==> src/lfa_unused_placeholder_removed.sv <==
// Purpose: none
// Assumes: none
// Notes:   intentionally empty
`default_nettype none
`default_nettype wire

==> src/lfa_pkg.sv <==
// Purpose: shared constants for the line fault, alarm simulation and loop-back status block
// Assumes: 32-bit AHB-Lite register words, one register per aligned word
// Notes:   byte address of a register is four times its index
`default_nettype none
package lfa_pkg;
    // register indices
    localparam logic [7:0] IDX_CTRL      = 8'h40;
    localparam logic [7:0] IDX_EVENT     = 8'h41;
    localparam logic [7:0] IDX_LINE_FLT  = 8'h4D;
    localparam logic [7:0] IDX_SIM_STAT  = 8'h4E;
    localparam logic [7:0] IDX_E1_LOOP   = 8'h4F;
    // control register fields
    localparam int CTL_DRS_LSB  = 0;
    localparam int CTL_AUTO_TRISTATE_DISABLE    = 2;
    localparam int CTL_XLT      = 3;
    localparam int CTL_SIM      = 4;
    localparam int CTL_T1       = 5;
    localparam int CTL_PRBS     = 6;
    localparam logic [7:0] CTRL_RESET = 8'h00;
    // status field positions
    localparam int LF_SHORT     = 1;
    localparam int LF_OPEN      = 0;
    localparam int SIM_STEP_LSB = 5;
    localparam int LB_DEACT     = 4;
    localparam int LB_ACT       = 3;
    localparam int EV_LINE      = 0;
    localparam int EV_LOOP      = 1;
    // line figures
    localparam int SHORT_PULSES = 3;
    localparam int PROBE_PERIODS = 128;
    localparam int OPEN_ZEROS   = 32;
    localparam logic [1:0] DRS_TERNARY = 2'h0;
    // loop-back detection: window of bits, error limit below 10^-2
    localparam int LB_WIN_BITS  = 1000;
    localparam int LB_ERR_LIMIT = 10;
    localparam int LB_HOLD_MS   = 25;
    localparam int CLK_MHZ      = 250;
    localparam int LB_HOLD_CYC  = LB_HOLD_MS * 1000 * CLK_MHZ;
    // simulation counter amounts, bus transfer type and short detector states
    localparam logic [1:0] FEC_STEP = 2'h2;
    localparam logic [1:0] EBC_STEP = 2'h1;
    localparam logic [1:0] HTRANS_NONSEQ = 2'h2;
    typedef enum logic [1:0] {LS_IDLE, LS_TRISTATE, LS_PROBE} lfa_short_t;
endpackage : lfa_pkg
`default_nettype wire

==> src/lfa_status.sv <==
// Purpose: transmit short/open detection, T1 alarm simulation stepping, E1 loop-back flags
// Assumes: line inputs are synchronous strobes on clk_sys_in; AHB-Lite slave, zero wait
// Notes:   status registers are read-only; event register bits clear on write-one
// Summary of operation
// - short of both transmit outputs for 3 pulses sets short flag, tristates unless disabled
// - while short flagged, re-enable outputs every 128 periods, recheck, tristate again
// - short gone: outputs re-enabled, flag cleared; each flag change raises line-fault event
// - short flag only meaningful with ternary driver select equal to zero
// - open flag sets after 32 consecutive zeros sent, clears on first pulse
// - rising open flag raises the same line-fault event
// - output tristate control freezes both short and open flags
// - in T1 each set of simulation enable advances three-bit step counter, bits 7:5
// - eight steps make a full check; counter wraps back to zero
// - steps 1, 2, 5 and 6 force their mapped alarm indications, in T1 mode only
// - signal loss, alarm indication, bit error simulation only while enable is one
// - framing errors count two, E-bit one; async step 2 then sync step 6 counts
// - entering steps 0, 3, 4, 7 resets pending status flags automatically
// - E1 deactivate flag sets after over 25 ms pattern under 10^-2 error rate
// - with PRBS select zero, activate flag sets likewise after 25 ms of pattern
// - time slot 0 excluded from error rate while frame aligned
// - any change of either loop-back flag in E1 mode raises loop-back change event
// - with PRBS select one, activate flag shows PRBS synchroniser state
// - loop-back flags valid only in E1 mode
`default_nettype none
module lfa_status #(
    parameter int HOLD_CYC = lfa_pkg::LB_HOLD_CYC,
    parameter int WIN_BITS = lfa_pkg::LB_WIN_BITS
) (
    input  wire logic        clk_sys_in,
    input  wire logic        rstn_in,
    // ahb-lite slave
    input  wire logic        hsel_in,
    input  wire logic [31:0] haddr_in,
    input  wire logic [1:0]  htrans_in,
    input  wire logic        hwrite_in,
    input  wire logic [2:0]  hsize_in,
    input  wire logic [31:0] hwdata_in,
    input  wire logic        hready_in,
    output logic      [31:0] hrdata_out,
    output logic             hreadyout_out,
    output logic             hresp_out,
    // transmit line side
    input  wire logic        tx_pulse_period_in,
    input  wire logic        tx_mark_in,
    input  wire logic        line_short_sense_in,
    output logic             tx_drive_en_out,
    // receive side for loop-back detection
    input  wire logic        rx_bit_strobe_in,
    input  wire logic        rx_ts0_in,
    input  wire logic        frame_aligned_in,
    input  wire logic        act_bit_err_in,
    input  wire logic        deact_bit_err_in,
    input  wire logic        prbs_sync_in,
    // alarm simulation
    input  wire logic        framer_sync_in,
    input  wire logic        sim_count_tick_in,
    output logic             force_frame_align_loss_out,
    output logic             force_multiframe_align_loss_out,
    output logic             force_remote_alarm_out,
    output logic             force_signal_loss_out,
    output logic             force_alarm_indication_out,
    output logic             force_bit_error_out,
    output logic      [1:0]  framing_error_add_out,
    output logic      [1:0]  e_bit_error_add_out,
    output logic             status_flag_reset_out,
    output logic             transmit_line_fault_irq_out,
    output logic             loopback_change_irq_out
);
    localparam int PW = $clog2(lfa_pkg::PROBE_PERIODS + 1);
    localparam int OW = $clog2(lfa_pkg::OPEN_ZEROS + 1);
    localparam int HW = $clog2(HOLD_CYC + 1);
    localparam int WW = $clog2(WIN_BITS + 1);

    // word index decode, shared by read and write paths
    function automatic logic [7:0] reg_idx(input logic [31:0] a);
        reg_idx = a[9:2];
    endfunction : reg_idx

    logic [7:0]         ctrl_reg;
    logic [1:0]         event_reg;
    logic               wr_pend_reg;
    logic [7:0]         wr_idx_reg;
    logic               short_flag_reg;
    logic               open_flag_reg;
    logic [1:0]         short_cnt_reg;
    logic [PW-1:0]      probe_cnt_reg;
    logic [OW-1:0]      zero_cnt_reg;
    lfa_pkg::lfa_short_t short_st_reg;
    logic [2:0]         step_reg;
    logic               sim_en_d_reg;
    logic               async_in_step2_reg;
    logic [1:0]         lb_flag_reg;
    logic               addr_ok;
    logic               wr_event;
    logic               line_evt;
    logic               loop_evt;
    logic               step_adv;
    logic [2:0]         step_next;
    logic               step_clr_next;
    logic [1:0]         lb_det;
    logic               sim_on;
    logic [7:0]         line_flt_word;
    logic [7:0]         sim_word;
    logic [7:0]         loop_word;

    wire [1:0] line_driver_select     = ctrl_reg[lfa_pkg::CTL_DRS_LSB +: 2];
    wire       auto_tristate_disable   = ctrl_reg[lfa_pkg::CTL_AUTO_TRISTATE_DISABLE];
    wire       output_tristate_control     = ctrl_reg[lfa_pkg::CTL_XLT];
    wire       sim_en  = ctrl_reg[lfa_pkg::CTL_SIM];
    wire       t1_mode = ctrl_reg[lfa_pkg::CTL_T1];
    wire       prbs_sel = ctrl_reg[lfa_pkg::CTL_PRBS];
    wire       ternary = (line_driver_select == lfa_pkg::DRS_TERNARY);

    // bus address phase qualifies on hready so a stalled master never double-fires
    assign addr_ok = hsel_in && hready_in && (htrans_in == lfa_pkg::HTRANS_NONSEQ);

    // write data phase: capture address, commit next cycle
    always_ff @(posedge clk_sys_in) begin
        if (!rstn_in) begin
            wr_pend_reg <= 1'b0;
            wr_idx_reg  <= 8'h00;
        end else begin
            wr_pend_reg <= addr_ok && hwrite_in;
            wr_idx_reg  <= reg_idx(haddr_in);
        end
    end

    assign wr_event = wr_pend_reg && (wr_idx_reg == lfa_pkg::IDX_EVENT);

    // control register, the only plain read-write word
    always_ff @(posedge clk_sys_in) begin
        if (!rstn_in) begin
            ctrl_reg <= lfa_pkg::CTRL_RESET;
        end else if (wr_pend_reg && wr_idx_reg == lfa_pkg::IDX_CTRL) begin
            ctrl_reg <= hwdata_in[7:0];
        end
    end

    // status words assembled from flags; unused bits stay zero
    always_comb begin
        line_flt_word = 8'h00;
        sim_word      = 8'h00;
        loop_word     = 8'h00;
        line_flt_word[lfa_pkg::LF_SHORT] = short_flag_reg && ternary;
        line_flt_word[lfa_pkg::LF_OPEN]  = open_flag_reg;
        sim_word[lfa_pkg::SIM_STEP_LSB +: 3] = step_reg;
        loop_word[lfa_pkg::LB_DEACT] = lb_flag_reg[0];
        loop_word[lfa_pkg::LB_ACT]   = lb_flag_reg[1];
    end

    // read data registered at the address phase, reads change nothing
    always_ff @(posedge clk_sys_in) begin
        if (!rstn_in) begin
            hrdata_out <= 32'h0000_0000;
        end else if (addr_ok && !hwrite_in) begin
            case (reg_idx(haddr_in))
                lfa_pkg::IDX_CTRL:     hrdata_out <= {24'h00_0000, ctrl_reg};
                lfa_pkg::IDX_EVENT:    hrdata_out <= {30'h0000_0000, event_reg};
                lfa_pkg::IDX_LINE_FLT: hrdata_out <= {24'h00_0000, line_flt_word};
                lfa_pkg::IDX_SIM_STAT: hrdata_out <= {24'h00_0000, sim_word};
                lfa_pkg::IDX_E1_LOOP:  hrdata_out <= {24'h00_0000, loop_word};
                default:               hrdata_out <= 32'h0000_0000;
            endcase
        end
    end

    // zero wait state, always okay
    always_ff @(posedge clk_sys_in) begin
        if (!rstn_in) begin
            hreadyout_out <= 1'b0;
            hresp_out     <= 1'b0;
        end else begin
            hreadyout_out <= 1'b1;
            hresp_out     <= 1'b0;
        end
    end

    // short detection: 3 shorted pulses, then periodic probe every 128 periods
    always_ff @(posedge clk_sys_in) begin
        if (!rstn_in) begin
            short_st_reg   <= lfa_pkg::LS_IDLE;
            short_flag_reg <= 1'b0;
            short_cnt_reg  <= 2'h0;
            probe_cnt_reg  <= '0;
        end else if (output_tristate_control || !ternary) begin
            // frozen under tristate control; not meaningful off the ternary driver
            short_cnt_reg <= 2'h0;
        end else if (tx_pulse_period_in) begin
            case (short_st_reg)
                lfa_pkg::LS_IDLE: begin
                    if (!line_short_sense_in) begin
                        short_cnt_reg <= 2'h0;
                    end else if (short_cnt_reg == 2'(lfa_pkg::SHORT_PULSES - 1)) begin
                        short_flag_reg <= 1'b1;
                        short_st_reg   <= lfa_pkg::LS_TRISTATE;
                        probe_cnt_reg  <= '0;
                    end else begin
                        short_cnt_reg <= short_cnt_reg + 2'h1;
                    end
                end
                lfa_pkg::LS_TRISTATE: begin
                    if (probe_cnt_reg == PW'(lfa_pkg::PROBE_PERIODS - 1)) begin
                        short_st_reg <= lfa_pkg::LS_PROBE;
                    end else begin
                        probe_cnt_reg <= probe_cnt_reg + PW'(1);
                    end
                end
                lfa_pkg::LS_PROBE: begin
                    probe_cnt_reg <= '0;
                    short_cnt_reg <= 2'h0;
                    if (line_short_sense_in) begin
                        short_st_reg <= lfa_pkg::LS_TRISTATE;
                    end else begin
                        short_st_reg   <= lfa_pkg::LS_IDLE;
                        short_flag_reg <= 1'b0;
                    end
                end
                default: short_st_reg <= lfa_pkg::LS_IDLE;
            endcase
        end
    end

    // drivers off in reset, otherwise only while tristated on a short and auto-tristate is allowed
    always_ff @(posedge clk_sys_in) begin
        if (!rstn_in) begin
            tx_drive_en_out <= 1'b0;
        end else begin
            tx_drive_en_out <= !(short_st_reg == lfa_pkg::LS_TRISTATE && !auto_tristate_disable);
        end
    end

    // open detection counts zeros per transmitted period
    always_ff @(posedge clk_sys_in) begin
        if (!rstn_in) begin
            open_flag_reg <= 1'b0;
            zero_cnt_reg  <= '0;
        end else if (!output_tristate_control && tx_pulse_period_in) begin
            if (tx_mark_in) begin
                zero_cnt_reg  <= '0;
                open_flag_reg <= 1'b0;
            end else if (zero_cnt_reg == OW'(lfa_pkg::OPEN_ZEROS - 1)) begin
                open_flag_reg <= 1'b1;
            end else begin
                zero_cnt_reg <= zero_cnt_reg + OW'(1);
            end
        end
    end

    // loop-back detectors: [0] deactivate, [1] activate
    generate
        for (genvar g = 0; g < 2; g++) begin : g_lb
            logic [WW-1:0] win_cnt_reg;
            logic [3:0]    err_cnt_reg;
            logic [HW-1:0] hold_cnt_reg;
            logic          good_reg;
            logic          det_reg;
            wire           err_bit = (g == 0) ? deact_bit_err_in : act_bit_err_in;
            wire           count_bit = rx_bit_strobe_in && !(frame_aligned_in && rx_ts0_in);
            // error rate judged per window; hold timer runs while windows stay good
            always_ff @(posedge clk_sys_in) begin
                if (!rstn_in) begin
                    win_cnt_reg  <= '0;
                    err_cnt_reg  <= 4'h0;
                    hold_cnt_reg <= '0;
                    good_reg     <= 1'b0;
                    det_reg      <= 1'b0;
                end else begin
                    if (count_bit) begin
                        if (win_cnt_reg == WW'(WIN_BITS - 1)) begin
                            win_cnt_reg <= '0;
                            err_cnt_reg <= 4'h0;
                            good_reg    <= (5'(err_cnt_reg) + 5'(err_bit)) < 5'(lfa_pkg::LB_ERR_LIMIT);
                        end else begin
                            win_cnt_reg <= win_cnt_reg + WW'(1);
                            if (err_bit && err_cnt_reg != 4'hF) begin
                                err_cnt_reg <= err_cnt_reg + 4'h1;
                            end
                        end
                    end
                    if (!good_reg) begin
                        hold_cnt_reg <= '0;
                        det_reg      <= 1'b0;
                    end else if (hold_cnt_reg == HW'(HOLD_CYC)) begin
                        det_reg <= 1'b1;
                    end else begin
                        hold_cnt_reg <= hold_cnt_reg + HW'(1);
                    end
                end
            end
            assign lb_det[g] = det_reg;
        end
    endgenerate

    // flags visible only in E1; activate flag follows prbs sync when selected
    always_ff @(posedge clk_sys_in) begin
        if (!rstn_in) begin
            lb_flag_reg <= 2'h0;
        end else if (t1_mode) begin
            lb_flag_reg <= 2'h0;
        end else begin
            lb_flag_reg[0] <= lb_det[0];
            lb_flag_reg[1] <= prbs_sel ? prbs_sync_in : lb_det[1];
        end
    end

    // events derived from flag changes in their next-state form
    assign line_evt = tx_pulse_period_in && !output_tristate_control && ternary &&
                      ((short_st_reg == lfa_pkg::LS_IDLE && line_short_sense_in &&
                        short_cnt_reg == 2'(lfa_pkg::SHORT_PULSES - 1)) ||
                       (short_st_reg == lfa_pkg::LS_PROBE && !line_short_sense_in))
                   || (tx_pulse_period_in && !output_tristate_control && !tx_mark_in && !open_flag_reg &&
                       zero_cnt_reg == OW'(lfa_pkg::OPEN_ZEROS - 1));
    assign loop_evt = !t1_mode &&
                      ((lb_flag_reg[0] != lb_det[0]) ||
                       (lb_flag_reg[1] != (prbs_sel ? prbs_sync_in : lb_det[1])));

    // simulation step counter, stepped on each rising enable in T1
    assign step_adv      = t1_mode && sim_en && !sim_en_d_reg;
    assign step_next     = step_reg + 3'h1;
    assign step_clr_next = step_adv && (step_next == 3'h0 || step_next == 3'h3 ||
                                        step_next == 3'h4 || step_next == 3'h7);

    // event bits: set wins over write-one clear; step entry clears pending
    always_ff @(posedge clk_sys_in) begin
        if (!rstn_in) begin
            event_reg <= 2'h0;
        end else begin
            event_reg[lfa_pkg::EV_LINE] <= line_evt ||
                (event_reg[lfa_pkg::EV_LINE] && !step_clr_next &&
                 !(wr_event && hwdata_in[lfa_pkg::EV_LINE]));
            event_reg[lfa_pkg::EV_LOOP] <= loop_evt ||
                (event_reg[lfa_pkg::EV_LOOP] && !step_clr_next &&
                 !(wr_event && hwdata_in[lfa_pkg::EV_LOOP]));
        end
    end

    always_ff @(posedge clk_sys_in) begin
        if (!rstn_in) begin
            transmit_line_fault_irq_out <= 1'b0;
            loopback_change_irq_out     <= 1'b0;
        end else begin
            transmit_line_fault_irq_out <= event_reg[lfa_pkg::EV_LINE];
            loopback_change_irq_out     <= event_reg[lfa_pkg::EV_LOOP];
        end
    end

    always_ff @(posedge clk_sys_in) begin
        if (!rstn_in) begin
            step_reg           <= 3'h0;
            sim_en_d_reg       <= 1'b0;
            async_in_step2_reg <= 1'b0;
        end else begin
            sim_en_d_reg <= sim_en;
            if (step_adv) begin
                step_reg <= step_next;
                if (step_next == 3'h2) begin
                    async_in_step2_reg <= 1'b0;
                end
            end else if (step_reg == 3'h2 && !framer_sync_in) begin
                async_in_step2_reg <= 1'b1;
            end
        end
    end

    assign sim_on = t1_mode && sim_en;

    // forced indications per step; only in T1 and only while enabled
    always_ff @(posedge clk_sys_in) begin
        if (!rstn_in) begin
            force_frame_align_loss_out      <= 1'b0;
            force_multiframe_align_loss_out <= 1'b0;
            force_remote_alarm_out          <= 1'b0;
            force_signal_loss_out           <= 1'b0;
            force_alarm_indication_out      <= 1'b0;
            force_bit_error_out             <= 1'b0;
            status_flag_reset_out           <= 1'b0;
        end else begin
            force_frame_align_loss_out      <= sim_on && (step_reg == 3'h2 || step_reg == 3'h6);
            force_multiframe_align_loss_out <= sim_on && (step_reg == 3'h2 || step_reg == 3'h6);
            force_remote_alarm_out          <= sim_on && (step_reg == 3'h1 || step_reg == 3'h2 ||
                                                          step_reg == 3'h6);
            force_signal_loss_out           <= sim_on && (step_reg == 3'h1 || step_reg == 3'h2 ||
                                                          step_reg == 3'h5);
            force_alarm_indication_out      <= sim_on && (step_reg == 3'h1 || step_reg == 3'h2 ||
                                                          step_reg == 3'h5 || step_reg == 3'h6);
            force_bit_error_out             <= sim_on && (step_reg == 3'h1 || step_reg == 3'h2 ||
                                                          step_reg == 3'h5);
            status_flag_reset_out           <= step_clr_next;
        end
    end

    // counter increments: step 2 when synchronous, or step 6 if step 2 was not
    always_ff @(posedge clk_sys_in) begin
        if (!rstn_in) begin
            framing_error_add_out <= 2'h0;
            e_bit_error_add_out   <= 2'h0;
        end else if (sim_on && sim_count_tick_in && framer_sync_in &&
                     (step_reg == 3'h2 || (step_reg == 3'h6 && async_in_step2_reg))) begin
            framing_error_add_out <= lfa_pkg::FEC_STEP;
            e_bit_error_add_out   <= lfa_pkg::EBC_STEP;
        end else begin
            framing_error_add_out <= 2'h0;
            e_bit_error_add_out   <= 2'h0;
        end
    end
endmodule : lfa_status
`default_nettype wire

==> config.mk <==
export PLATFORM = sky130hd
export DESIGN_NAME = lfa_status
export DESIGN_NICKNAME = d
export VERILOG_FILES = /design/src/lfa_unused_placeholder_removed.sv /design/src/lfa_pkg.sv /design/src/lfa_status.sv
export SDC_FILE = /design/constraint.sdc
export NUM_CORES = 1
export LEC_CHECK = 0
export BUFFER_PORTS_ARGS = -buffer_cell sky130_fd_sc_hd__buf_2
export CAP_MARGIN = 5
export CORE_ASPECT_RATIO = 2
export CORE_UTILIZATION = 40
export CTS_CLUSTER_DIAMETER = 60
export DETAILED_ROUTE_END_ITERATION = 10
export SETUP_SLACK_MARGIN = 0.5
export SLEW_MARGIN = 40
export SYNTH_ARGS = -nofsm -noshare
export SYNTH_HDL_FRONTEND = slang
export SYNTH_SLANG_ARGS = --single-unit
==> constraint.sdc <==
create_clock -name clk_sys_in -period 4.18 [get_ports clk_sys_in]
set_input_delay 0.418 -clock clk_sys_in [delete_from_list [all_inputs] [get_ports clk_sys_in]]
set_output_delay 0.418 -clock clk_sys_in [all_outputs]
set_load 0.03 [all_outputs]
After elaboration in Yosys (flattened, before gate mapping)
Cells that the tools add are included.
{"block": "op_classes", "magnitude_cmp": 2, "reduce_logical": 94, "n_mux": 34, "n_addsub": 12, "bitwise_logic": 2, "n_eq_ne": 37}
{"operator": "8-bit by 7-bit equality test with 1-bit output (second input constant)", "count": 8}
{"operator": "23-bit by 1-bit adder with 23-bit output (second input constant)", "count": 2}
{"operator": "23-bit equality test (second input constant)", "count": 2}
{"operator": "1-bit logical AND", "count": 40}
{"operator": "8-bit one-hot mux with 5 select lines", "count": 1}
{"operator": "8-bit 2-to-1 mux", "count": 3}
{"operator": "8-bit one-hot mux with 3 select lines", "count": 1}
{"operator": "10-bit by 1-bit adder with 10-bit output (second input constant)", "count": 2}
{"operator": "10-bit equality test (second input constant)", "count": 2}
{"operator": "10-bit 2-to-1 mux", "count": 2}
{"operator": "2-bit AND reduction", "count": 9}
{"operator": "4-bit 2-to-1 mux", "count": 4}
{"operator": "1-bit logical NOT", "count": 15}
{"operator": "1-bit logical OR", "count": 15}
{"operator": "3-bit equality test (second input constant)", "count": 4}
{"operator": "1-bit 2-to-1 mux", "count": 12}
{"operator": "2-bit 2-to-1 mux", "count": 6}
{"operator": "6-bit 2-to-1 mux", "count": 2}
{"operator": "6-bit AND reduction", "count": 2}
{"operator": "4-bit by 1-bit adder with 5-bit output", "count": 2}
{"operator": "5-bit by 4-bit < comparator with 1-bit output (second input constant)", "count": 2}
{"operator": "2-bit inequality test (second input constant)", "count": 5}
{"operator": "2-bit nonzero test", "count": 5}
{"operator": "3-bit by 2-bit equality test with 1-bit output (second input constant)", "count": 3}
{"operator": "23 further kinds", "count": 32}
{"block": "word_totals", "out_inout_bits": 48, "word_cells": 217, "inputBits": 85, "regBits": 169}

Logic depth before layout (Yosys ltp)
Gate-level depths: netlist of run 1.
{"block": "depth", "ltp_word": 10, "depth_mapped": 6, "mapped_depth_nobuf": 6}

Worst setup path after synthesis of run 1
No wires, ideal clock.
{"block": "synth_timing", "path_kind": "register to register", "start": "reg g_lb[1].win_cnt_reg[0]", "end": "reg g_lb[1].err_cnt_reg[3]", "setup_ps": 59, "path_stages_with_launch": 6, "period_less_slack_ps": 1801, "required_time_ps": 4121, "slack_ps": 2379, "n_path_buf": 0, "arrival_time_ps": 1741, "path_cell_list": "dfxtp_1 -> ha_1 -> nor4bb_1 -> nand4_1 -> a2111o_1 -> nand2_1"}
{"block": "synth_via", "elab_chain_cells": 3, "elab_cells_between_ends": 4, "cone_classes": "1 x eq/ne; 1 x mux; 2 x reduce/logical"}
{"item": "start: declaration", "line_no": "lfa_status.sv:252", "rtl": "logic [WW-1:0] win_cnt_reg;"}
{"item": "start signal: assignment", "line_no": "lfa_status.sv:274", "rtl": "win_cnt_reg <= win_cnt_reg + WW'(1);"}
{"item": "10-bit equality test *", "line_no": "lfa_status.sv:269", "rtl": "if (win_cnt_reg == WW'(WIN_BITS - 1)) begin"}
{"item": "2-bit nonzero test (no line)"}
{"item": "2-bit AND reduction (no line)"}
{"item": "end signal: assignment", "line_no": "lfa_status.sv:276", "rtl": "err_cnt_reg <= err_cnt_reg + 4'h1;"}
{"item": "end: declaration", "line_no": "lfa_status.sv:253", "rtl": "logic [3:0] err_cnt_reg;"}
Every way passes the cells marked *; elsewhere a longest branch is shown, timed or not.
A chain may end at the register's enable or synchronous reset.

Worst setup path in the final report of run 1
{"block": "layout_timing", "start": "reg g_lb[1].win_cnt_reg[0]", "end": "reg g_lb[1].err_cnt_reg[2]"}
The elaborated chain is that of the path after synthesis.

==> results of run 1 <==
==> worst register-to-register path: cells and delay by family, from the launching register on <==
kind                       cells  cell delay, ns
AOI/OAI and AO/OA              1            0.47
and+or+nand+nor                3            0.95
adders and majority gates      1            0.27
DFF                            1            0.40
==> where the power goes <==
part | leakage (nW) | internal, W | switching (W) | total, W
clock | 0.290 | 0.000969 | 0.000578 | 0.00155
sequential | 1.15 | 0.00137 | 0.0000113 | 0.00138
combinational | 1.42 | 0.0000387 | 0.0000960 | 0.000135
==> cells in the final DEF (no fill, tap or decap), drive strengths merged, types with 4 or more instances in the layout <==
master | synthesis | routed
a2111o | 4 | 4
a21oi | 33 | 33
a22oi | 4 | 4
a31oi | 12 | 12
a41o | 6 | 6
and2 | 20 | 20
and3 | 12 | 12
and4 | 13 | 13
buf | 39 | 57
clkbuf | 23 | 22
clkinv | 0 | 5
conb | 1 | 27
dfxtp | 142 | 142
ha | 17 | 17
inv | 19 | 19
mux2i | 15 | 15
nand2 | 70 | 70
nand2b | 12 | 12
nand3 | 42 | 42
nand4 | 27 | 27
nor2 | 84 | 84
nor2b | 6 | 6
nor3 | 20 | 20
nor4 | 12 | 12
nor4b | 4 | 4
o2111a | 4 | 4
o2111ai | 4 | 4
o211ai | 8 | 8
o21a | 4 | 4
o21ai | 26 | 26
o31ai | 8 | 8
or2 | 4 | 4
or3 | 10 | 10
or3b | 4 | 4
or4 | 10 | 10
xnor2 | 15 | 15
xor2 | 31 | 31
==> how the worst min path moves through the flow <==
stage	start	slack (ns)	end	depth (start not counted)
floorplan	ctrl_reg[2]	0.44	tx_drive_en_out	2
global route	hwdata_in[5]	0.23	ctrl_reg[5]	3
finish	hwdata_in[3]	0.24	ctrl_reg[3]	3
global placement	g_lb[1].hold_cnt_reg[22]	0.45	g_lb[1].hold_cnt_reg[22]	2
CTS	haddr_in[8]	0.22	wr_idx_reg[6]	2
detailed placement	hrdata_out[7]	0.46	hrdata_out[7]	2
==> stage by stage <==
| stage | util | total power (W) | cells | cell area [um^2] | worst slack [ns] |
|---|---|---|---|---|---|
| after global routing | 0.468 | 0.00317 | 1064 | 7890 | 1.90 |
| after global placement | 0.431 | 0.00154 | 1032 | 7270 | 1.78 |
| final | 0.468 | 0.00306 | 1064 | 7890 | 2.05 |
| after CTS | 0.468 | 0.00310 | 1064 | 7880 | 2.06 |
| after floorplan | - | 0.00152 | 830 | 7060 | 2.38 |
| after detailed placement | 0.432 | 0.00154 | 1032 | 7280 | 1.76 |
==> final cells by class <==
cell class | instances | area, um^2
fill | 1670 | 8960
multi-input combinational | 607 | 3820
sequential | 142 | 2840
clock buffer | 22 | 464
timing repair buffer | 57 | 293
tap | 207 | 259
clock inverter | 10 | 138
inverter | 19 | 71.3
==> layer usage <==
metal | global-route usage | vias up
li1 | - | 2931
met1 | 0.185 | 2767
met2 | 0.356 | 91
met3 | 0.0343 | 21
met4 | 0.0938 | 0
met5 | 0 | -
==> kinds of logic after synthesis <==
logic type / Yosys count / synth area share
mux: 16 / 0.0232
simple gates: 365 / 0.284
flops: 142 / 0.408
xor+xnor: 46 / 0.0579
buf+inv: 81 / 0.0609
other cells: 1 / 0.000539
compound gates: 136 / 0.134
fa+ha+maj: 17 / 0.0305
==> qor.csv, run 1 <==
metric,value,unit
clock_skew,0.0141,ns
top_level_ports,133,
gr-usage-all-layers,0.187,
met3_wirelength,405,um
asyncSetResetFlopFracSynth,0,
timing.final.setup_violations,0,
met2RoutedLength,8.92,mm
vias_in_the_first_global_route,5699,
cts-root-to-sink-buffers,2,
cp-start-kind,register,
place.port_buffers,54,
die_height,189,um
max-vdd-ir-drop,0.218,mV
global_route.overflow_total,0,
gp_congestion,0.755,
fp.coreArea,16800,um^2
cts_tree,built,
end_kind,register,
rsz0062_at_grt,no,
number_of_antenna_violations_at_the_first_check_in_global_routing,0,
netlist_area,6960,um^2
timing.final.crit_share,0.510,
ys_seq_elements,142,
dr.pass1.iters,4,
postCtsSetupBuffers,0,
detail_route.iter0.violations,225,
post_synth_most_frequent_cells,"142 x dfxtp_1, 76 x nor2_1, 70 x nand2_1",
clk_pin_slew,0.06,ns
hold_viol,0,
cts_resized,0,
ant_nets,0,
fin_nets,946,
post_drt_via_cell_ratio,5.46,
dieWidth,95.3,um
critical_path_buf_inv_count,0,
timing.rr.end,g_lb[1].err_cnt_reg[2],
powerDensity,388,nW/um^2
rrSetupSlack,2.05,ns
number_of_flip_flops_in_the_largest_register,46,
arrival,2.49,ns
slew-limit-headroom,0.456,
r2r-start,g_lb[1].win_cnt_reg[0],
master_of_the_slowest_instance_on_the_critical_path,nor4bb_1,
timing.critical_path.cells,ha_1 > nor4bb_1 > nand4_1 > a2111o_1 > nand2_1,
drv_cap,0,
timing.hold.worst.class,input port to register,
worst_slew_pin_slew,0.810,ns
yosysSeqAreaShare,0.408,
drc_errors,0,
cts-buffers-inserted,17,
synthesis.instances,804,
yosys.cell_count.top_type,dfxtp_1,
floorplan.die_area,18000,um^2
area_growth,13.3,%
drive_above_1_share,0.132,
path_depth,5,
clock_latency,0.42,ns
critPathMaxStageDelay,0.48,ns
timing.critical_path.fanout_max,8,
worstSetupStartpoint,g_lb[1].win_cnt_reg[0],
critical_path_class,register to register,
ys.flop_type,dfxtp_1,
cts_hold_repair.buffers,0,
cts_htree_levels,4,
timing.critical_path.max_delay_family,simple AND/OR/NAND/NOR gates,
m1WireLength,6.06,mm
fin_crit,2.13,ns
fmaxAchievable,469,MHz
endpoint,g_lb[1].err_cnt_reg[2],
route.top_layer_used,met4,
drv_slew,0,
core.rowCount,67,
synthesis.area_per_instance,8.66,um^2
total_clock_sinks,142,
setup_total_negative_slack,0,ns
synth_edf_count,0,
run_status,"finished, final reports clean",
grt_pass1_wl,26.6,mm
dp.final_hpwl,11.4,mm
worstRegToRegCells,5,
root_buffer,clkbuf_16,
vias,5810,
yosysUniqueCellTypes,71,
synthTopCellsByArea,"dfxtp_1 41%, nor2_1 4.1%, xor2_1 3.9%",
yosys_warnings,0,
largest_net_degree_at_the_start_of_global_routing,36,
post_drt_wl_per_cell,14.8,um
final_hold_slack,0.242,ns
initial_utilization,0.413,
leakagePower,2.86,nW
synth_top_area_frac,0.408,
cp.required,4.54,ns
detail_route.wirelength,15.8,mm
netlist.top_cell.by_area,dfxtp_1,
ant_cells,0,
Note: power is estimated with default switching activity, not from simulation.
==> inputs of run 2 (changes only) <==
- clock period: 4.18 -> 1.8 ns (I/O delays scaled with it)
==> run 2 against run 1 <==
Non-clock buffer count increased by 116. Clock skew decreased by 0.0035 ns. Sequential power increased by 130%. Global-route usage increased by 1.6 points. Critical path depth decreased by 1. Sequential cell count unchanged. Register-to-register slack got worse by 1.9 ns. Critical endpoint is now g_lb[0].err_cnt_reg[3]. Fmax increased by 29%. Worst hold slack got worse by 0.23 ns. Via count increased by 9.4%. Worst setup slack got worse by 1.9 ns. First-iteration DRC count decreased by 40%.
==> qor.csv, run 2 (synthesis gave the netlist of run 1 again) <==
metric,value,unit
timing.rr.end,g_lb[0].err_cnt_reg[3],
final_cell_area,9730,um^2
critical_path_buf_inv_count,0,
critPathMaxStageDelay,0.47,ns
worstRegToRegCells,4,
regArea,2950,um^2
grt_pass1_wl,28.4,mm
clock_skew,0.0105,ns
floorplan.die_area,18000,um^2
timing.final.crit_share,0.921,
drv_cap,0,
core.rowCount,67,
ant_nets,0,
fp.coreArea,16800,um^2
power.share.clock,0.522,
dieWidth,95.3,um
timing.hold.worst_path_depth,2,
fill_cells,1517,
global_route.overflow_total,0,
multiInputGateArea,4510,um^2
ant_cells,0,
die_height,189,um
total_clock_sinks,142,
drive_above_1_share,0.396,
timing.critical_path.max_delay_family,simple AND/OR/NAND/NOR gates,
max-vdd-ir-drop,0.588,mV
drv_slew,0,
timing.final.setup_violations,0,
fin_nets,1062,
hold_viol,0,
dp.final_hpwl,12.1,mm
run_status,"finished, final reports clean",
path_depth,4,
setup_total_negative_slack,0,ns
post_drt_wl_per_cell,15.3,um
detailed_place.area,7850,um^2
r2r-start,g_lb[0].win_cnt_reg[3],
rrSetupSlack,0.14,ns
cts_htree_levels,4,
total_power,0.00757,W
powerDensity,778,nW/um^2
timing.critical_path.cells,or3b_4 > or4_4 > a2111o_1 > nand2_1,
cts_tree,built,
net-switching-power,0.00176,W
endpoint,g_lb[0].err_cnt_reg[3],
internal-power,0.00581,W
top_level_ports,133,
fin_crit,1.66,ns
power_frac_seq,0.420,
worstSetupStartpoint,g_lb[0].win_cnt_reg[3],
post_drt_via_cell_ratio,5.39,
comb_power_share,0.057,
final_cell_mix,"93 x dfxtp_1, 91 x buf_4, 71 x nor2_1",
place.port_buffers,54,
number_of_antenna_violations_at_the_first_check_in_global_routing,0,
gr-usage-all-layers,0.203,
vias_in_the_first_global_route,6247,
timing.hold.worst.class,input port to register,
leakagePower,3.71,nW
vias,6355,
root_buffer,clkbuf_16,
gp_congestion,0.808,
cts-buffers-inserted,17,
area_growth,39.7,%
arrival,2.03,ns
largest_net_degree_at_the_start_of_global_routing,28,
timing.critical_path.fanout_max,6,
number_of_flip_flops_in_the_largest_register,46,
detail_route.wirelength,18.0,mm
clk_pin_slew,0.07,ns
cp-start-kind,register,
cts-root-to-sink-buffers,2,
cp.required,2.17,ns
final_common_cell,dfxtp_1,
initial_utilization,0.413,
drc_errors,0,
master_of_the_slowest_instance_on_the_critical_path,or4_4,
detail_route.iter0.violations,136,
fmaxAchievable,603,MHz
end_kind,register,
rsz0062_at_grt,yes,
clock_latency,0.43,ns
power.share.switching,0.233,
dr.pass1.iters,4,
critical_path_class,register to register,
==> run 2: changes by cell type in the layout (fill, tap and decap cells not counted), moves of 12 or more <==
cell | before | now
buf_6 | 0 | 23
dfxtp_4 | 0 | 17
buf_4 | 3 | 91
dfxtp_2 | 0 | 32
dfxtp_1 | 142 | 93
nand3_1 | 42 | 30
==> run 2: area by class of cell <==
type                       count  area share
clock buffer                  17      0.0437
multi-input combinational    607       0.463
tap                          207      0.0266
inverter                      19     0.00785
clock inverter                15      0.0241
timing repair buffer         173       0.131
sequential                   142       0.303
==> run 2: layer usage <==
layer	vias up	part of all wire	GRT usage
li1	3169	-	-
met1	3087	0.38	0.192
met2	76	0.58	0.404
met3	23	0.023	0.0408
met4	0	0.017	0.0781
met5	-	0	0
==> run 2: how the worst min path moves through the flow <==
stage / from / endpoint / slack (ns)
after detailed placement: haddr_in[8] / wr_idx_reg[6] / 0.42
after floorplan: rstn_in / hreadyout_out / 0.21
after global routing: haddr_in[6] / wr_idx_reg[4] / 0.004
after global placement: haddr_in[8] / wr_idx_reg[6] / 0.42
final: haddr_in[6] / wr_idx_reg[4] / 0.01
after CTS: hwdata_in[6] / ctrl_reg[6] / 0.002
==> run 2: through the flow <==
stage / util / hold WS (ns) / std cells / setup slack, ns
floorplan: - / 0.208 / 830 / 0.0858
global placement: 0.466 / 0.420 / 1073 / 0.0465
detailed placement: 0.466 / 0.423 / 1073 / 0.0382
CTS: 0.552 / 0.00177 / 1165 / 0.140
global route: 0.577 / 0.00371 / 1180 / 0.0885
finish: 0.577 / 0.0117 / 1180 / 0.142
==> run 2: timing repair <==
action	4_1_cts	5_1_grt
setup buffers	56	15
hold endpoints to repair	3	0
cloned	1	0
pin swaps	47	44
endpoints found under the setup margin	82	98
hold buffers	3	0
resized for setup	95	81
==> run 2: power by group through the flow <==
stage / logic (W) / registers (W) / clock network (W)
floorplan: 0.000264 / 0.00327 / 0
finish: 0.000435 / 0.00318 / 0.00395
detailed placement: 0.000363 / 0.00327 / 0
CTS: 0.000413 / 0.00318 / 0.00403
global route: 0.000473 / 0.00318 / 0.00415
global placement: 0.000363 / 0.00327 / 0
